## config.mk

```make
export PLATFORM = sky130hd
export DESIGN_NAME = spl_link_ctrl
export DESIGN_NICKNAME = d
export VERILOG_FILES = /design/src/inc/spl_pkg.sv /design/src/hdl/spl_lane_ctrl.sv /design/src/hdl/spl_pm_timer.sv /design/src/hdl/spl_link_ctrl.sv
export SDC_FILE = /design/constraint.sdc
export NUM_CORES = 1
export LEC_CHECK = 0
export ABC_AREA = 0
export BUFFER_PORTS_ARGS = -buffer_cell sky130_fd_sc_hd__buf_2
export CAP_MARGIN = 40
export CELL_PAD_IN_SITES_DETAIL_PLACEMENT = 1
export CELL_PAD_IN_SITES_GLOBAL_PLACEMENT = 2
export CORE_UTILIZATION = 34
export DETAILED_ROUTE_END_ITERATION = 16
export GPL_ROUTABILITY_DRIVEN = 0
export PLACE_DENSITY_LB_ADDON = 0.2
export SYNTH_ARGS = -nofsm -noshare
export SYNTH_HDL_FRONTEND = slang
export SYNTH_HIERARCHICAL = 1
export SYNTH_SLANG_ARGS = --single-unit
```

## constraint.sdc

```tcl
create_clock -name i_clk -period 2.3 [get_ports i_clk]
set_input_delay 0.115 -clock i_clk [delete_from_list [all_inputs] [get_ports i_clk]]
set_output_delay 0.115 -clock i_clk [all_outputs]
set_load 0.05 [all_outputs]
```

## src/inc/spl_pkg.sv

```systemverilog
// Shared constants and types of the switch port link control block.
// Assumes one 25 MHz clock and three x8 ports; port 0 faces upstream.
package spl_pkg;
  // Topology
  localparam int NPORT = 3;
  localparam int NLANE = 8;
  localparam int GRP_LANES = 4;
  localparam int UP_PORT = 0;
  // Timing: entry timer fields count in units of one microsecond
  localparam int CLK_NS = 40;
  localparam int TMR_UNIT_NS = 1000;
  localparam int TICK_CYC = (TMR_UNIT_NS + CLK_NS - 1) / CLK_NS;
  localparam int TMR_W = 8;
  // Training symbol window checked for inverted polarity
  localparam logic [4:0] SYM_FIRST = 5'h06;
  localparam logic [4:0] SYM_LAST = 5'h10;
  // Full width encoding
  localparam logic [5:0] W_X8 = 6'h08;
  // Register offsets inside a port window, and global registers
  localparam logic [4:0] OFF_CTRL = 5'h00;
  localparam logic [4:0] OFF_CAP = 5'h04;
  localparam logic [4:0] OFF_STS = 5'h08;
  localparam logic [4:0] OFF_DCAP = 5'h0c;
  localparam logic [4:0] OFF_SCAP = 5'h10;
  localparam logic [7:0] OFF_SWITCH_CONTROL_REG = 8'h60;
  localparam logic [7:0] OFF_PMCTL = 8'h64;
  // Field positions
  localparam int CTRL_RETRAIN = 0;
  localparam int CTRL_L0S_EN = 1;
  localparam int CTRL_L1_EN = 2;
  localparam int CTRL_DIS = 3;
  localparam int STS_LINKUP = 8;
  localparam int STS_INV_LSB = 16;
  localparam int DCAP_VAL_LSB = 8;
  localparam int PMCTL_L1_LSB = 8;
  localparam int SWITCH_CONTROL_REG_UNLOCK = 0;
  // Reset values
  localparam logic [7:0] RST_L0S_TMR = 8'h07;
  localparam logic [7:0] RST_L1_TMR = 8'h1f;
  // Upstream sleep request states
  typedef enum {L1_IDLE, L1_WAIT} spl_l1_st_t;
  // Status seen from one port's training and link logic
  typedef struct packed {
    logic train_start;
    logic train;
    logic [4:0] sym_idx;
    logic [NLANE-1:0] sym_inv;
    logic train_done;
    logic [5:0] neg_width;
    logic reversed;
    logic link_up;
    logic rx_l0s;
    logic in_l1;
    logic d3;
    logic tlp_idle;
    logic dllp_pend;
    logic spl_valid;
    logic [15:0] spl_payload;
    logic l1_ack;
    logic l1_nak;
  } spl_phy_in_t;
  // Commands to one port's training, lane and queue logic
  typedef struct packed {
    logic [NLANE-1:0] rx_invert;
    logic [NLANE-1:0] lane_off;
    logic [NLANE-1:0] lane_lp;
    logic [NLANE-1:0][2:0] lane_map;
    logic [5:0] max_width;
    logic retrain;
    logic flush;
    logic dest_ur;
    logic fc_adv;
    logic [7:0] fc_credits;
    logic spl_send;
    logic [31:0] spl_value;
    logic l0s_enter;
    logic l1_req;
    logic l1_enter;
  } spl_phy_out_t;
  // Register address decode result
  typedef struct packed {
    logic hit;
    logic glob;
    logic [1:0] port;
    logic [4:0] off;
  } spl_dec_t;
endpackage : spl_pkg

```

## src/hdl/spl_lane_ctrl.sv

```systemverilog
// Per-port lane logic: polarity, lane power and reversal map.
// Assumes training status arrives on the same clock.
`timescale 1ns/1ps
module spl_lane_ctrl (
  // Clock and reset
  input wire logic i_clk,
  input wire logic i_nrst,
  // Training observation
  input wire logic i_train_start,
  input wire logic i_train,
  input wire logic [4:0] i_sym_idx,
  input wire logic [spl_pkg::NLANE-1:0] i_sym_inv,
  // Width controls
  input wire logic [5:0] i_width,
  input wire logic [5:0] i_max_width,
  input wire logic i_reversed,
  input wire logic i_disabled,
  // Lane controls
  output logic [spl_pkg::NLANE-1:0] o_rx_invert,
  output logic [spl_pkg::NLANE-1:0] o_lane_off,
  output logic [spl_pkg::NLANE-1:0] o_lane_lp,
  output logic [spl_pkg::NLANE-1:0][2:0] o_lane_map
);
  import spl_pkg::*;
  // High while a checked training symbol is on the lanes
  logic in_win;
  assign in_win = i_train && (i_sym_idx >= SYM_FIRST) && (i_sym_idx <= SYM_LAST);
  for (genvar l = 0; l < NLANE; l++)
  begin : g_lane
    localparam logic [5:0] LIDX = 6'(l);
    // Each lane decides alone; transmit data is never touched
    always_ff @(posedge i_clk or negedge i_nrst)
      if (!i_nrst)
        o_rx_invert[l] <= 1'b0;
      else if (i_train_start)
        o_rx_invert[l] <= 1'b0;
      else if (in_win && i_sym_inv[l])
        o_rx_invert[l] <= 1'b1;
    // Lanes of an enabled port stay powered while training so any width can be reached
    always_ff @(posedge i_clk or negedge i_nrst)
      if (!i_nrst)
      begin
        o_lane_off[l] <= 1'b0;
        o_lane_lp[l] <= 1'b0;
      end
      else
      begin
        o_lane_off[l] <= i_disabled || (!i_train && (i_width < W_X8) && (l >= GRP_LANES));
        o_lane_lp[l] <= !i_disabled && !i_train && (l < GRP_LANES) && (LIDX >= i_width);
      end
    // Reversed lanes mirror inside the configured maximum width
    always_ff @(posedge i_clk or negedge i_nrst)
      if (!i_nrst)
        o_lane_map[l] <= 3'(l);
      else if (i_reversed && (LIDX < i_max_width))
        o_lane_map[l] <= 3'(i_max_width - 6'h01 - LIDX);
      else
        o_lane_map[l] <= 3'(l);
  end
endmodule : spl_lane_ctrl

```

## src/hdl/spl_pm_timer.sv

```systemverilog
// Entry timer: one pulse once a condition held for the set time.
// Assumes the condition is a same-clock level.
`timescale 1ns/1ps
module spl_pm_timer #(
  parameter int TICKS = spl_pkg::TICK_CYC
) (
  // Clock and reset
  input wire logic i_clk,
  input wire logic i_nrst,
  // Condition and hold time in units
  input wire logic i_cond,
  input wire logic [spl_pkg::TMR_W-1:0] i_limit,
  // Entry pulse
  output logic o_fire
);
  import spl_pkg::*;
  localparam int PW = $clog2(TICKS + 1);
  logic [PW-1:0] pre_r; // Cycles inside one unit
  logic [TMR_W-1:0] unit_r; // Whole units held
  logic done_r; // Fired for this stretch
  logic tick;
  assign tick = i_cond && (pre_r == PW'(TICKS - 1));
  // Any gap in the condition restarts the whole count
  always_ff @(posedge i_clk or negedge i_nrst)
    if (!i_nrst)
      pre_r <= '0;
    else if (!i_cond || tick)
      pre_r <= '0;
    else
      pre_r <= pre_r + 1'b1;
  // Unit count saturates at the limit
  always_ff @(posedge i_clk or negedge i_nrst)
    if (!i_nrst)
      unit_r <= '0;
    else if (!i_cond)
      unit_r <= '0;
    else if (tick && (unit_r < i_limit))
      unit_r <= unit_r + 1'b1;
  // One pulse per stretch of the condition
  always_ff @(posedge i_clk or negedge i_nrst)
    if (!i_nrst)
    begin
      o_fire <= 1'b0;
      done_r <= 1'b0;
    end
    else
    begin
      o_fire <= i_cond && !done_r && !o_fire && (unit_r >= i_limit);
      done_r <= i_cond && (done_r || o_fire);
    end
endmodule : spl_pm_timer

```

## src/hdl/spl_link_ctrl.sv

```systemverilog
// Link control of a three-port x8 switch, with an APB register slave.
// Assumes training, queue and power logic on the same clock; port 0 upstream.
`timescale 1ns/1ps
module spl_link_ctrl #(
  // Credits advertised from each input buffer queue
  parameter logic [7:0] IFB_CREDITS = 8'h20
) (
  // Clock and reset
  input wire logic i_clk,
  input wire logic i_nrst,
  // APB slave
  input wire logic i_psel,
  input wire logic i_penable,
  input wire logic i_pwrite,
  input wire logic [7:0] i_paddr,
  input wire logic [31:0] i_pwdata,
  output logic o_pready,
  output logic [31:0] o_prdata,
  output logic o_pslverr,
  // Per-port link side
  input wire spl_pkg::spl_phy_in_t [spl_pkg::NPORT-1:0] i_phy,
  output spl_pkg::spl_phy_out_t [spl_pkg::NPORT-1:0] o_phy
);
  import spl_pkg::*;

  // Decoding shared by the read mux and the write path
  function automatic spl_dec_t spl_decode(input logic [7:0] a);
    spl_dec_t d;
    d.port = a[6:5];
    d.off = a[4:0];
    d.glob = (a == OFF_SWITCH_CONTROL_REG) || (a == OFF_PMCTL);
    d.hit = d.glob || (!a[7] && (int'(a[6:5]) < NPORT) && (a[4:0] <= OFF_SCAP) && (a[1:0] == 2'h0));
    return d;
  endfunction : spl_decode

  // Software state
  logic unlock_r; // Global register unlock
  logic [TMR_W-1:0] l0s_tmr_r; // Standby entry timer
  logic [TMR_W-1:0] l1_tmr_r; // Sleep entry timer
  logic [NPORT-1:0] l0s_en_r; // ASPM standby enable
  logic [NPORT-1:0] l1_en_r; // ASPM sleep enable
  logic [NPORT-1:0] dis_r; // Port disable
  logic [NPORT-1:0][5:0] maxw_r; // Max width cap
  logic [NPORT-1:0][31:0] scap_r; // Slot capabilities
  logic [NPORT-1:0][5:0] nw_r; // Negotiated width
  logic [7:0] cscale_r; // Captured power scale
  logic [1:0] cvalue_r; // Captured power value
  // Flopped outputs
  logic [NPORT-1:0][5:0] trainmax_r;
  logic [NPORT-1:0] retrain_r;
  logic [NPORT-1:0] flush_r;
  logic [NPORT-1:0] ur_r;
  logic [NPORT-1:0] fcadv_r;
  logic [NPORT-1:0] spl_r;
  logic [NPORT-1:0] l0s_r;
  logic [NPORT-1:0] lu_q; // Link up one cycle ago
  logic l1req_r;
  logic l1ent_r;
  spl_l1_st_t l1_st_r;
  // Lane module outputs
  logic [NPORT-1:0][NLANE-1:0] inv_w;
  logic [NPORT-1:0][NLANE-1:0] off_w;
  logic [NPORT-1:0][NLANE-1:0] lp_w;
  logic [NPORT-1:0][NLANE-1:0][2:0] map_w;
  // Bus decode
  spl_dec_t dec;
  logic first_acc; // First access cycle, answer next
  logic wr_commit; // Write takes effect at this edge
  logic [31:0] rdat;
  // Power management terms
  logic [NPORT-1:0] l0s_cond;
  logic [NPORT-1:0] l0s_fire;
  logic l1_cond;
  logic l1_fire;
  logic dn_l0s_ok;
  logic dn_l1_ok;

  assign dec = spl_decode(i_paddr);
  assign first_acc = i_psel && i_penable && !o_pready;
  assign wr_commit = i_psel && i_penable && o_pready && i_pwrite && dec.hit;

  // One wait state: ready rises in the second access cycle
  always_ff @(posedge i_clk or negedge i_nrst)
    if (!i_nrst)
    begin
      o_pready <= 1'b0;
      o_pslverr <= 1'b0;
      o_prdata <= '0;
    end
    else
    begin
      o_pready <= first_acc;
      o_pslverr <= first_acc && !dec.hit;
      o_prdata <= first_acc && !i_pwrite ? rdat : '0;
    end

  // Read mux; a down link never blocks these reads
  always_comb
  begin
    rdat = '0;
    if (dec.glob)
    begin
      if (i_paddr == OFF_SWITCH_CONTROL_REG)
        rdat[SWITCH_CONTROL_REG_UNLOCK] = unlock_r;
      else
      begin
        rdat[TMR_W-1:0] = l0s_tmr_r;
        rdat[PMCTL_L1_LSB +: TMR_W] = l1_tmr_r;
      end
    end
    else if (dec.hit)
      case (dec.off)
        OFF_CTRL:
        begin
          rdat[CTRL_L0S_EN] = l0s_en_r[dec.port];
          rdat[CTRL_L1_EN] = l1_en_r[dec.port];
          rdat[CTRL_DIS] = dis_r[dec.port];
        end
        OFF_CAP: rdat[5:0] = maxw_r[dec.port];
        OFF_STS:
        begin
          rdat[5:0] = nw_r[dec.port];
          rdat[STS_LINKUP] = i_phy[dec.port].link_up;
          rdat[STS_INV_LSB +: NLANE] = inv_w[dec.port];
        end
        OFF_DCAP:
        begin
          if (int'(dec.port) == UP_PORT)
          begin
            rdat[7:0] = cscale_r;
            rdat[DCAP_VAL_LSB +: 2] = cvalue_r;
          end
        end
        OFF_SCAP: rdat = scap_r[dec.port];
        default: rdat = '0;
      endcase
  end

  // Global registers
  always_ff @(posedge i_clk or negedge i_nrst)
    if (!i_nrst)
    begin
      unlock_r <= 1'b0;
      l0s_tmr_r <= RST_L0S_TMR;
      l1_tmr_r <= RST_L1_TMR;
    end
    else if (wr_commit && dec.glob)
    begin
      if (i_paddr == OFF_SWITCH_CONTROL_REG)
        unlock_r <= i_pwdata[SWITCH_CONTROL_REG_UNLOCK];
      else
      begin
        l0s_tmr_r <= i_pwdata[TMR_W-1:0];
        l1_tmr_r <= i_pwdata[PMCTL_L1_LSB +: TMR_W];
      end
    end

  // Per-port control registers
  always_ff @(posedge i_clk or negedge i_nrst)
    if (!i_nrst)
    begin
      l0s_en_r <= '0;
      l1_en_r <= '0;
      dis_r <= '0;
      maxw_r <= {NPORT{W_X8}};
      scap_r <= '0;
    end
    else if (wr_commit && !dec.glob)
      case (dec.off)
        OFF_CTRL:
        begin
          l0s_en_r[dec.port] <= i_pwdata[CTRL_L0S_EN];
          l1_en_r[dec.port] <= i_pwdata[CTRL_L1_EN];
          dis_r[dec.port] <= i_pwdata[CTRL_DIS];
        end
        OFF_CAP:
        begin
          // A locked write is dropped without an error answer
          if (unlock_r)
            maxw_r[dec.port] <= i_pwdata[5:0];
        end
        OFF_SCAP: scap_r[dec.port] <= i_pwdata;
        default: ;
      endcase

  // Retrain pulse sends the link state machine to Recovery
  always_ff @(posedge i_clk or negedge i_nrst)
    if (!i_nrst)
      retrain_r <= '0;
    else
      for (int p = 0; p < NPORT; p++)
        retrain_r[p] <= wr_commit && !dec.glob && (int'(dec.port) == p) && (dec.off == OFF_CTRL)
          && i_pwdata[CTRL_RETRAIN] && ((p != UP_PORT) || unlock_r);

  // Cap is handed to training only when training starts
  always_ff @(posedge i_clk or negedge i_nrst)
    if (!i_nrst)
      trainmax_r <= {NPORT{W_X8}};
    else
      for (int p = 0; p < NPORT; p++)
        if (i_phy[p].train_start)
          trainmax_r[p] <= maxw_r[p];

  // Negotiated width from the end of training
  always_ff @(posedge i_clk or negedge i_nrst)
    if (!i_nrst)
      nw_r <= '0;
    else
      for (int p = 0; p < NPORT; p++)
        if (i_phy[p].train_done)
          nw_r[p] <= i_phy[p].neg_width;

  // Link up and down events
  always_ff @(posedge i_clk or negedge i_nrst)
    if (!i_nrst)
    begin
      lu_q <= '0;
      flush_r <= '0;
      ur_r <= {NPORT{1'b1}};
      fcadv_r <= '0;
    end
    else
      for (int p = 0; p < NPORT; p++)
      begin
        lu_q[p] <= i_phy[p].link_up;
        flush_r[p] <= lu_q[p] && !i_phy[p].link_up;
        ur_r[p] <= !i_phy[p].link_up;
        fcadv_r[p] <= !lu_q[p] && i_phy[p].link_up;
      end

  // Slot power capture on the upstream port
  always_ff @(posedge i_clk or negedge i_nrst)
    if (!i_nrst)
    begin
      cscale_r <= '0;
      cvalue_r <= '0;
    end
    else if (i_phy[UP_PORT].spl_valid)
    begin
      cscale_r <= i_phy[UP_PORT].spl_payload[7:0];
      cvalue_r <= i_phy[UP_PORT].spl_payload[DCAP_VAL_LSB +: 2];
    end

  // Slot power message on downstream ports
  always_ff @(posedge i_clk or negedge i_nrst)
    if (!i_nrst)
      spl_r <= '0;
    else
      for (int p = 0; p < NPORT; p++)
        spl_r[p] <= (p != UP_PORT) && ((!lu_q[p] && i_phy[p].link_up) || (wr_commit && !dec.glob
          && (int'(dec.port) == p) && (dec.off == OFF_SCAP) && i_phy[p].link_up));

  // Entry conditions; D3 or down downstream ports are ignored
  always_comb
  begin
    dn_l0s_ok = 1'b1;
    dn_l1_ok = 1'b1;
    for (int q = 0; q < NPORT; q++)
      if ((q != UP_PORT) && !i_phy[q].d3 && i_phy[q].link_up)
      begin
        dn_l0s_ok = dn_l0s_ok && i_phy[q].rx_l0s;
        dn_l1_ok = dn_l1_ok && i_phy[q].in_l1;
      end
    for (int p = 0; p < NPORT; p++)
      l0s_cond[p] = l0s_en_r[p] && i_phy[p].link_up && !i_phy[p].in_l1 && i_phy[p].tlp_idle
        && !i_phy[p].dllp_pend && ((p == UP_PORT) ? dn_l0s_ok : i_phy[UP_PORT].rx_l0s);
    l1_cond = l1_en_r[UP_PORT] && i_phy[UP_PORT].link_up && !i_phy[UP_PORT].in_l1 && dn_l1_ok
      && i_phy[UP_PORT].tlp_idle && !i_phy[UP_PORT].dllp_pend && (l1_st_r == L1_IDLE);
  end

  // Standby timers and lane logic, one per port
  for (genvar p = 0; p < NPORT; p++)
  begin : g_port
    spl_pm_timer #(.TICKS(TICK_CYC)) u_l0s_tmr (
      .i_clk(i_clk),
      .i_nrst(i_nrst),
      .i_cond(l0s_cond[p]),
      .i_limit(l0s_tmr_r),
      .o_fire(l0s_fire[p])
    );
    spl_lane_ctrl u_lane (
      .i_clk(i_clk),
      .i_nrst(i_nrst),
      .i_train_start(i_phy[p].train_start),
      .i_train(i_phy[p].train),
      .i_sym_idx(i_phy[p].sym_idx),
      .i_sym_inv(i_phy[p].sym_inv),
      .i_width(nw_r[p]),
      .i_max_width(trainmax_r[p]),
      .i_reversed(i_phy[p].reversed),
      .i_disabled(dis_r[p]),
      .o_rx_invert(inv_w[p]),
      .o_lane_off(off_w[p]),
      .o_lane_lp(lp_w[p]),
      .o_lane_map(map_w[p])
    );
  end

  // Sleep timer exists only upstream
  spl_pm_timer #(.TICKS(TICK_CYC)) u_l1_tmr (
    .i_clk(i_clk),
    .i_nrst(i_nrst),
    .i_cond(l1_cond),
    .i_limit(l1_tmr_r),
    .o_fire(l1_fire)
  );

  // Sleep request handshake with the upstream partner
  always_ff @(posedge i_clk or negedge i_nrst)
    if (!i_nrst)
      l1_st_r <= L1_IDLE;
    else
      case (l1_st_r)
        L1_IDLE: if (l1_fire) l1_st_r <= L1_WAIT;
        L1_WAIT: if (i_phy[UP_PORT].l1_ack || i_phy[UP_PORT].l1_nak) l1_st_r <= L1_IDLE;
        default: l1_st_r <= L1_IDLE;
      endcase

  // Entry pulses; a refused sleep request falls back to standby
  always_ff @(posedge i_clk or negedge i_nrst)
    if (!i_nrst)
    begin
      l1req_r <= 1'b0;
      l1ent_r <= 1'b0;
      l0s_r <= '0;
    end
    else
    begin
      l1req_r <= l1_fire;
      l1ent_r <= (l1_st_r == L1_WAIT) && i_phy[UP_PORT].l1_ack;
      for (int p = 0; p < NPORT; p++)
        l0s_r[p] <= l0s_fire[p] || ((p == UP_PORT) && (l1_st_r == L1_WAIT)
          && !i_phy[UP_PORT].l1_ack && i_phy[UP_PORT].l1_nak);
    end

  // Output bundles, every field but fc_credits and downstream l1_req/l1_enter (tied low) straight from a flop; fc_credits is the IFB_CREDITS parameter
  always_comb
    for (int p = 0; p < NPORT; p++)
    begin
      o_phy[p].rx_invert = inv_w[p];
      o_phy[p].lane_off = off_w[p];
      o_phy[p].lane_lp = lp_w[p];
      o_phy[p].lane_map = map_w[p];
      o_phy[p].max_width = trainmax_r[p];
      o_phy[p].retrain = retrain_r[p];
      o_phy[p].flush = flush_r[p];
      o_phy[p].dest_ur = ur_r[p];
      o_phy[p].fc_adv = fcadv_r[p];
      o_phy[p].fc_credits = IFB_CREDITS;
      o_phy[p].spl_send = spl_r[p];
      o_phy[p].spl_value = scap_r[p];
      o_phy[p].l0s_enter = l0s_r[p];
      o_phy[p].l1_req = (p == UP_PORT) && l1req_r;
      o_phy[p].l1_enter = (p == UP_PORT) && l1ent_r;
    end
endmodule : spl_link_ctrl

```

==> flow_summary_export.csv, run 1 <==
group,metric,value,unit
layout,fin_nets,2521,
clock_tree,cts.sinks,417,
yosys,synth_flop_cell,"dfrtp_1",
worst_setup_path,cp_max_fo,5,
placed_design,post-place-ws,0.1081,ns
floorplanning,die_x,242.8,µm
floorplanning,die_h,242.8,µm
placed_design,placedCellCount,2853,
power,power.internal,12.34,mW
yosys,synth_edf_count,0,
placed_design,dp_hpwl,47680,µm
clock_tree,root_buffer,"clkbuf_16",
floorplanning,die_area,58940,µm²
worst_setup_path,critPathCaptureType,"flip-flop",
clock_tree,cts_buffers,48,
sta,setup_viol,0,
worst_setup_path,critPathRequiredTime,2.82,ns
yosys,yosysMostFrequentCell,"dfrtp_1",
floorplanning,ioPinCount,529,
sta,fin_worst_skew,0.02169,ns
grt,grt-ovfl-total,0,
yosys,synth-seq-area-share,0.5328,
placed_design,io_buffers,442,
yosys,synth.largest_area_cell,"dfrtp_1",
sta,maxSlewHeadroom,0.4539,
yosys,synthTopCellsByCount,"dfrtp_1, mux2_2, nand2_1",
layout,final_cell_area,25460,µm²
yosys,yosys.area_share.adder,0.03555,
drt,dr.pass1.iters,6,
layout,nFillCells,6298,
worst_setup_path,regToRegSetupSlack,0.09,ns
yosys,synth_top_area_frac,0.4621,
sta,worst_slack,0.05939,ns
drt,drtIter0Drc,548,
worst_setup_path,rr_worst_depth,8,
layout,final-instance-count-excl-fill,3069,
floorplanning,row_count,87,
worst_setup_path,critPathLaunchType,"input pin",
sta,hold_viol,0,
sta,hold_ws,0.04516,ns
yosys,synthXorXnorAreaFrac,0.009332,
hold_path,hold_end,"g_port[0].u_lane/o_rx_invert[5]",
sta,slew_violations,0,
hold_path,hp-class,"input pin to flip-flop",
drt,drcViolationCount,0,
clock_tree,clk_pin_slew,0.06,ns
layout,area_delta_synth_final,29.17,%
drt,routed_wl,64850,µm
power,switching_share,0.2494,
yosys,synth.top_cells.by_area,"dfrtp_1, mux2_2, dfstp_2",
drt,vias,15170,
worst_setup_path,critPathKind,"input pin to flip-flop",
clock_tree,insertion_delay,0.59,ns
drt,wl_per_cell,21.13,µm
floorplanning,core_area,56820,µm²
layout,drive_gt1_frac,0.3574,
power,power_density,645.7,nW/µm²
yosys,synth-simple-area-share,0.1302,
placed_design,dpl-instance-area,22620,µm²
grt,grt_pass1_wl,100600,µm
sta,fmaxAchievable,446.3,MHz
floorplanning,initial_core_util,0.3469,
power,leakage,12.60,nW
sta,tightest_slew,0.8165,ns
worst_setup_path,worstReg2RegStart,"l0s_tmr_r[1]",
yosys,synthMuxAreaShare,0.1398,
yosys,yosys_warnings,6,
yosys,synth_top_family_by_area,"multiplexers",
hold_path,min_from,"i_phy[47]",
power,switchingPower,4.100,mW
yosys,synth_cells,1711,
worst_setup_path,r2r-end,"g_port[2].u_l0s_tmr/unit_r[5]",
power,power_frac_comb,0.084,
yosys,async_flop_share,1.000,
hold_path,whs_path_depth,2,
drt,postRouteAntennaNets,0,
yosys,synth_compound_area_frac,0.09122,
clock_tree,htreeDepth,2,
sta,timing.final.crit_share,0.9742,
clock_tree,clk_path_buf_depth,3,
drt,via_per_inst,4.943,
grt,antenna_found_initial,4,
power,seqPwrFrac,0.457,
yosys,synth_cell_types,75,
sta,rsz0062_at_grt,"true",
run,drv_cap,0,
worst_setup_path,crit_path_start,"i_paddr[7]",
sta,period_minus_slack,2.241,ns
clock_tree,cts_tree,"yes",
worst_setup_path,crit_arrival,2.76,ns
layout,final_util,0.4481,
grt,grt_pass1_vias,16510,
grt,grt.total_usage,0.2212,
yosys,syn_avg_cell_area,11.52,µm²
power,peakVddDrop,503.4,µV
power,p_clk_frac,0.459,
status,status,"finished clean",
grt,grt_max_degree,73,
yosys,synth-seq-cells,417,
yosys,synth_area,19710,µm²
metal layers:
layer,up-vias,share of wire,GRT usage
met5,-,0.00012,0
met3,108,0.059,0.05230
met4,2,0.030,0.07270
met1,7706,0.42,0.2755
li1,7012,-,-
met2,343,0.49,0.3756
state kept, by name, summed over array words and instances, names as in the netlist, 5 cells and up:
signal / flops
u_l1_tmr/pre_r: 5
g_port.u_l0s_tmr/unit_r: 24
g_port.u_lane/o_lane_lp: 12
maxw_r: 18
g_port.u_lane/o_lane_map: 72
o_phy: 114
g_port.u_l0s_tmr/pre_r: 15
o_prdata: 32
g_port.u_lane/o_rx_invert: 24
l1_tmr_r: 8
g_port.u_lane/o_lane_off: 6
cscale_r: 8
u_l1_tmr/unit_r: 8
nw_r: 18
l0s_tmr_r: 8
area by class of cell:
type	instances	area, µm²	share of cell area
sequential	417	10500	0.4125
multi-input combinational	1105	8198	0.3220
timing repair buffer	610	3921	0.1540
clock buffer	67	1353	0.05313
tap	756	945.9	0.03715
inverter	94	352.8	0.01386
clock inverter	18	182.7	0.007175
antenna	2	5.005	0.0001966
power by group through the flow:
stage / Clock, mW / Sequential, mW / Combinational, mW
global route: 8.07 / 7.52 / 1.49
CTS: 7.81 / 7.52 / 1.39
global placement: 0 / 7.64 / 1.18
finish: 7.54 / 7.52 / 1.38
detailed placement: 0 / 7.64 / 1.20
floorplan: 0 / 7.77 / 0.557
logic make-up (layout without fill, tap and decap cells):
kind of cell    count (synthesis)  in the layout
xor+xnor                       21             21
buf+inv                       225            789
flops                         417            417
other cells                     5             43
compound gates                276            276
fa+ha+maj                      56             56
simple gates                  459            459
mux                           252            252
placed cells by master, fill, tap and decap left out, types with 13 or more instances in the layout:
cell           instances
dlygate4sd3_1        124
nor2b_1               14
a21oi_1               69
mux2_2               147
o22ai_1               25
buf_4                 35
ha_1                  56
dfrtp_1              364
mux2_1                39
inv_1                 94
a22oi_1               16
nand2b_1              49
clkbuf_16             48
mux2i_1               66
nand3_1               24
o21ai_0               70
nor2_1                95
dfstp_2               53
nand2_1              127
or3_1                 13
buf_2                440
nand4_1               13
nor3_1                19
xnor2_1               13
conb_1                41
critical path: stages:
cell	delay (ns)
dlygate4sd3_1	0.54
buf_2	0.14
a2111o_4	0.52
dlygate4sd3_1	0.58
nor4_1	0.27
dlygate4sd3_1	0.59
through the flow:
stage / TNS [ns] / power [mW]
floorplan: 0 / 8.329
global placement: 0 / 8.822
detailed placement: 0 / 8.841
CTS: 0 / 16.72
global route: -0.01922 / 17.08
finish: 0 / 16.44
worst max path at each step:
| stage | to | depth (start not counted) |
|---|---|---|
| 2_1_floorplan | o_phy[5] | 6 |
| 4_1_cts | g_port[2].u_l0s_tmr/unit_r[6] | 7 |
| 5_1_grt | g_port[1].u_l0s_tmr/unit_r[6] | 7 |
| 6_report | retrain_r[2] | 6 |
| 3_5_place_dp | g_port[2].u_l0s_tmr/unit_r[6] | 7 |
| 3_3_place_gp | g_port[2].u_l0s_tmr/unit_r[6] | 7 |
repair_timing:
action                                 in CTS  in global routing
endpoints found under the hold margin     671                  0
buffers inserted                            0                  5
gates resized for setup                     0                  4
hold buffers                              124                  0
setup endpoints to repair                   0                  3
No activity file was read; power rests on OpenSTA's default activity.
==> inputs of run 2 (changes only) <==
--- a/config.mk
+++ b/config.mk
@@ -5,8 +5,7 @@
 export SDC_FILE = /design/constraint.sdc
 export NUM_CORES = 1
 export LEC_CHECK = 0
-export ABC_AREA = 0
-export BUFFER_PORTS_ARGS = -buffer_cell sky130_fd_sc_hd__buf_2
+export BUFFER_PORTS_ARGS = -buffer_cell sky130_fd_sc_hd__clkbuf_2
 export CAP_MARGIN = 40
 export CELL_PAD_IN_SITES_DETAIL_PLACEMENT = 1
 export CELL_PAD_IN_SITES_GLOBAL_PLACEMENT = 2
==> flow_summary_export.csv, run 2 (synthesis results as in run 1) <==
group,metric,value,unit
status,status,"finished clean",
layout,nFillCells,6330,
sta,slew_violations,0,
drt,routed_wl,65500,µm
clock_tree,insertion_delay,0.60,ns
grt,grt_pass1_wl,101300,µm
floorplanning,die_h,242.8,µm
drt,postRouteAntennaNets,0,
power,power_density,666.9,nW/µm²
floorplanning,core_area,56820,µm²
sta,hold_viol,0,
drt,drcViolationCount,0,
grt,grt.total_usage,0.2227,
floorplanning,ioPinCount,529,
grt,grt-ovfl-total,0,
floorplanning,row_count,87,
layout,fin_nets,2515,
worst_setup_path,cp_max_fo,7,
clock_tree,cts_tree,"yes",
hold_path,hp-class,"input pin to flip-flop",
power,peakVddDrop,514.4,µV
floorplanning,die_area,58940,µm²
power,leakage,12.50,nW
drt,via_per_inst,4.950,
clock_tree,root_buffer,"clkbuf_16",
worst_setup_path,crit_arrival,2.67,ns
floorplanning,die_x,242.8,µm
drt,dr.pass1.iters,5,
layout,largest_reg_flops,114,
sta,rsz0062_at_grt,"false",
clock_tree,cts_buffers,49,
grt,antenna_found_initial,4,
grt,grt_max_degree,94,
clock_tree,clk_path_buf_depth,3,
layout,seqCellArea,10500,µm²
sta,maxSlewHeadroom,0.4829,
sta,fmaxAchievable,456.3,MHz
worst_setup_path,critPathRequiredTime,2.78,ns
layout,multi_input_area,8195,µm²
sta,period_minus_slack,2.192,ns
worst_setup_path,critPathLaunchType,"flip-flop",
worst_setup_path,regToRegSetupSlack,0.11,ns
run,drv_cap,0,
sta,timing.final.crit_share,0.9529,
layout,layout_commonest_cell,"clkbuf_2",
worst_setup_path,critPathCaptureType,"flip-flop",
grt,grt_pass1_vias,16680,
sta,fin_worst_skew,0.02373,ns
floorplanning,initial_core_util,0.3469,
drt,wl_per_cell,21.35,µm
layout,area_delta_synth_final,29.85,%
layout,layout_common_cells,"clkbuf_2, dfrtp_1, mux2_2",
clock_tree,cts.sinks,417,
placed_design,dp_hpwl,47530,µm
clock_tree,htreeDepth,2,
sta,tightest_slew,0.7730,ns
clock_tree,clk_pin_slew,0.06,ns
placed_design,dpl-instance-area,22630,µm²
layout,drive_gt1_frac,0.3605,
drt,drtIter0Drc,671,
sta,setup_viol,0,
sta,fin_tns_setup,0,ns
worst_setup_path,critPathKind,"flip-flop to flip-flop",
placed_design,io_buffers,442,
drt,vias,15190,
layout,final_cell_area,25590,µm²
[run 2: power breakdown]
part	internal [mW]	leakage [nW]	switching (mW)
logic	0.468	6.11	0.914
clock network	4.87	0.837	3.30
registers	7.44	5.55	0.0786
total	12.8	12.5	4.29
[run 2: per-layer routing]
layer	global-route usage	wire length (µm)	part of all wire	vias up
li1	-	-	-	6990
met1	0.2774	27580	0.42	7732
met2	0.3816	32300	0.49	373
met3	0.05075	3824	0.058	91
met4	0.06937	1778	0.027	2
met5	0	13	0.00020	-
[run 2: critical path, stage by stage, from the launching register on]
cell and delay, ns:
dfstp_2 0.57, inv_1 0.07, ha_1 0.30, nor2b_1 0.15, o211ai_2 0.23, a21oi_4 0.12
buf_4 0.16, o31a_2 0.31, o21a_1 0.18
[run 2: timing repair]
| action | CTS | global route |
|---|---|---|
| endpoints found under the hold margin | 577 | 0 |
| hold buffers | 122 | 0 |
| endpoints found under the setup margin | 0 | 2 |
| resized for setup | 0 | 4 |
| buffers inserted | 0 | 2 |
[run 2: layout make-up]
class	instances	share of cell area
well taps	756	0.03696
clock buffers	69	0.05671
repair buffers	603	0.1520
clock inverters	23	0.009924
flip-flops and latches	417	0.4103
multi-input cells	1105	0.3202
inverters	94	0.01379
diodes	1	0.00009777
[run 2: stage by stage]
stage                     setup WS [ns]    util  cells  total power, mW  hold WS, ns
after global placement           0.1910  0.3983   2851            8.819     -0.02012
after global routing           0.004681  0.4504   3068            17.68      0.02410
after floorplan                  0.2226       -   1747            8.329      -0.1806
after detailed placement         0.1254  0.3983   2851            8.840     -0.01966
final                            0.1083  0.4504   3068            17.07      0.02345
after CTS                        0.1173  0.4498   3065            17.33     0.007624
[run 2: final timing paths]
check / to / cells past startpoint / start
max: g_port[2].u_l0s_tmr/unit_r[5] / 8 / l0s_tmr_r[1]
min: o_phy[5] / 2 / i_pwdata[2]
max reg2reg: g_port[2].u_l0s_tmr/unit_r[5] / 8 / l0s_tmr_r[1]
min reg2reg: l0s_r[1] / 0 / g_port[1].u_l0s_tmr/o_fire
max in group asynchronous: dis_r[0] / 3 / i_nrst
min in group asynchronous: g_port[1].u_lane/o_lane_map[14] / 2 / i_nrst
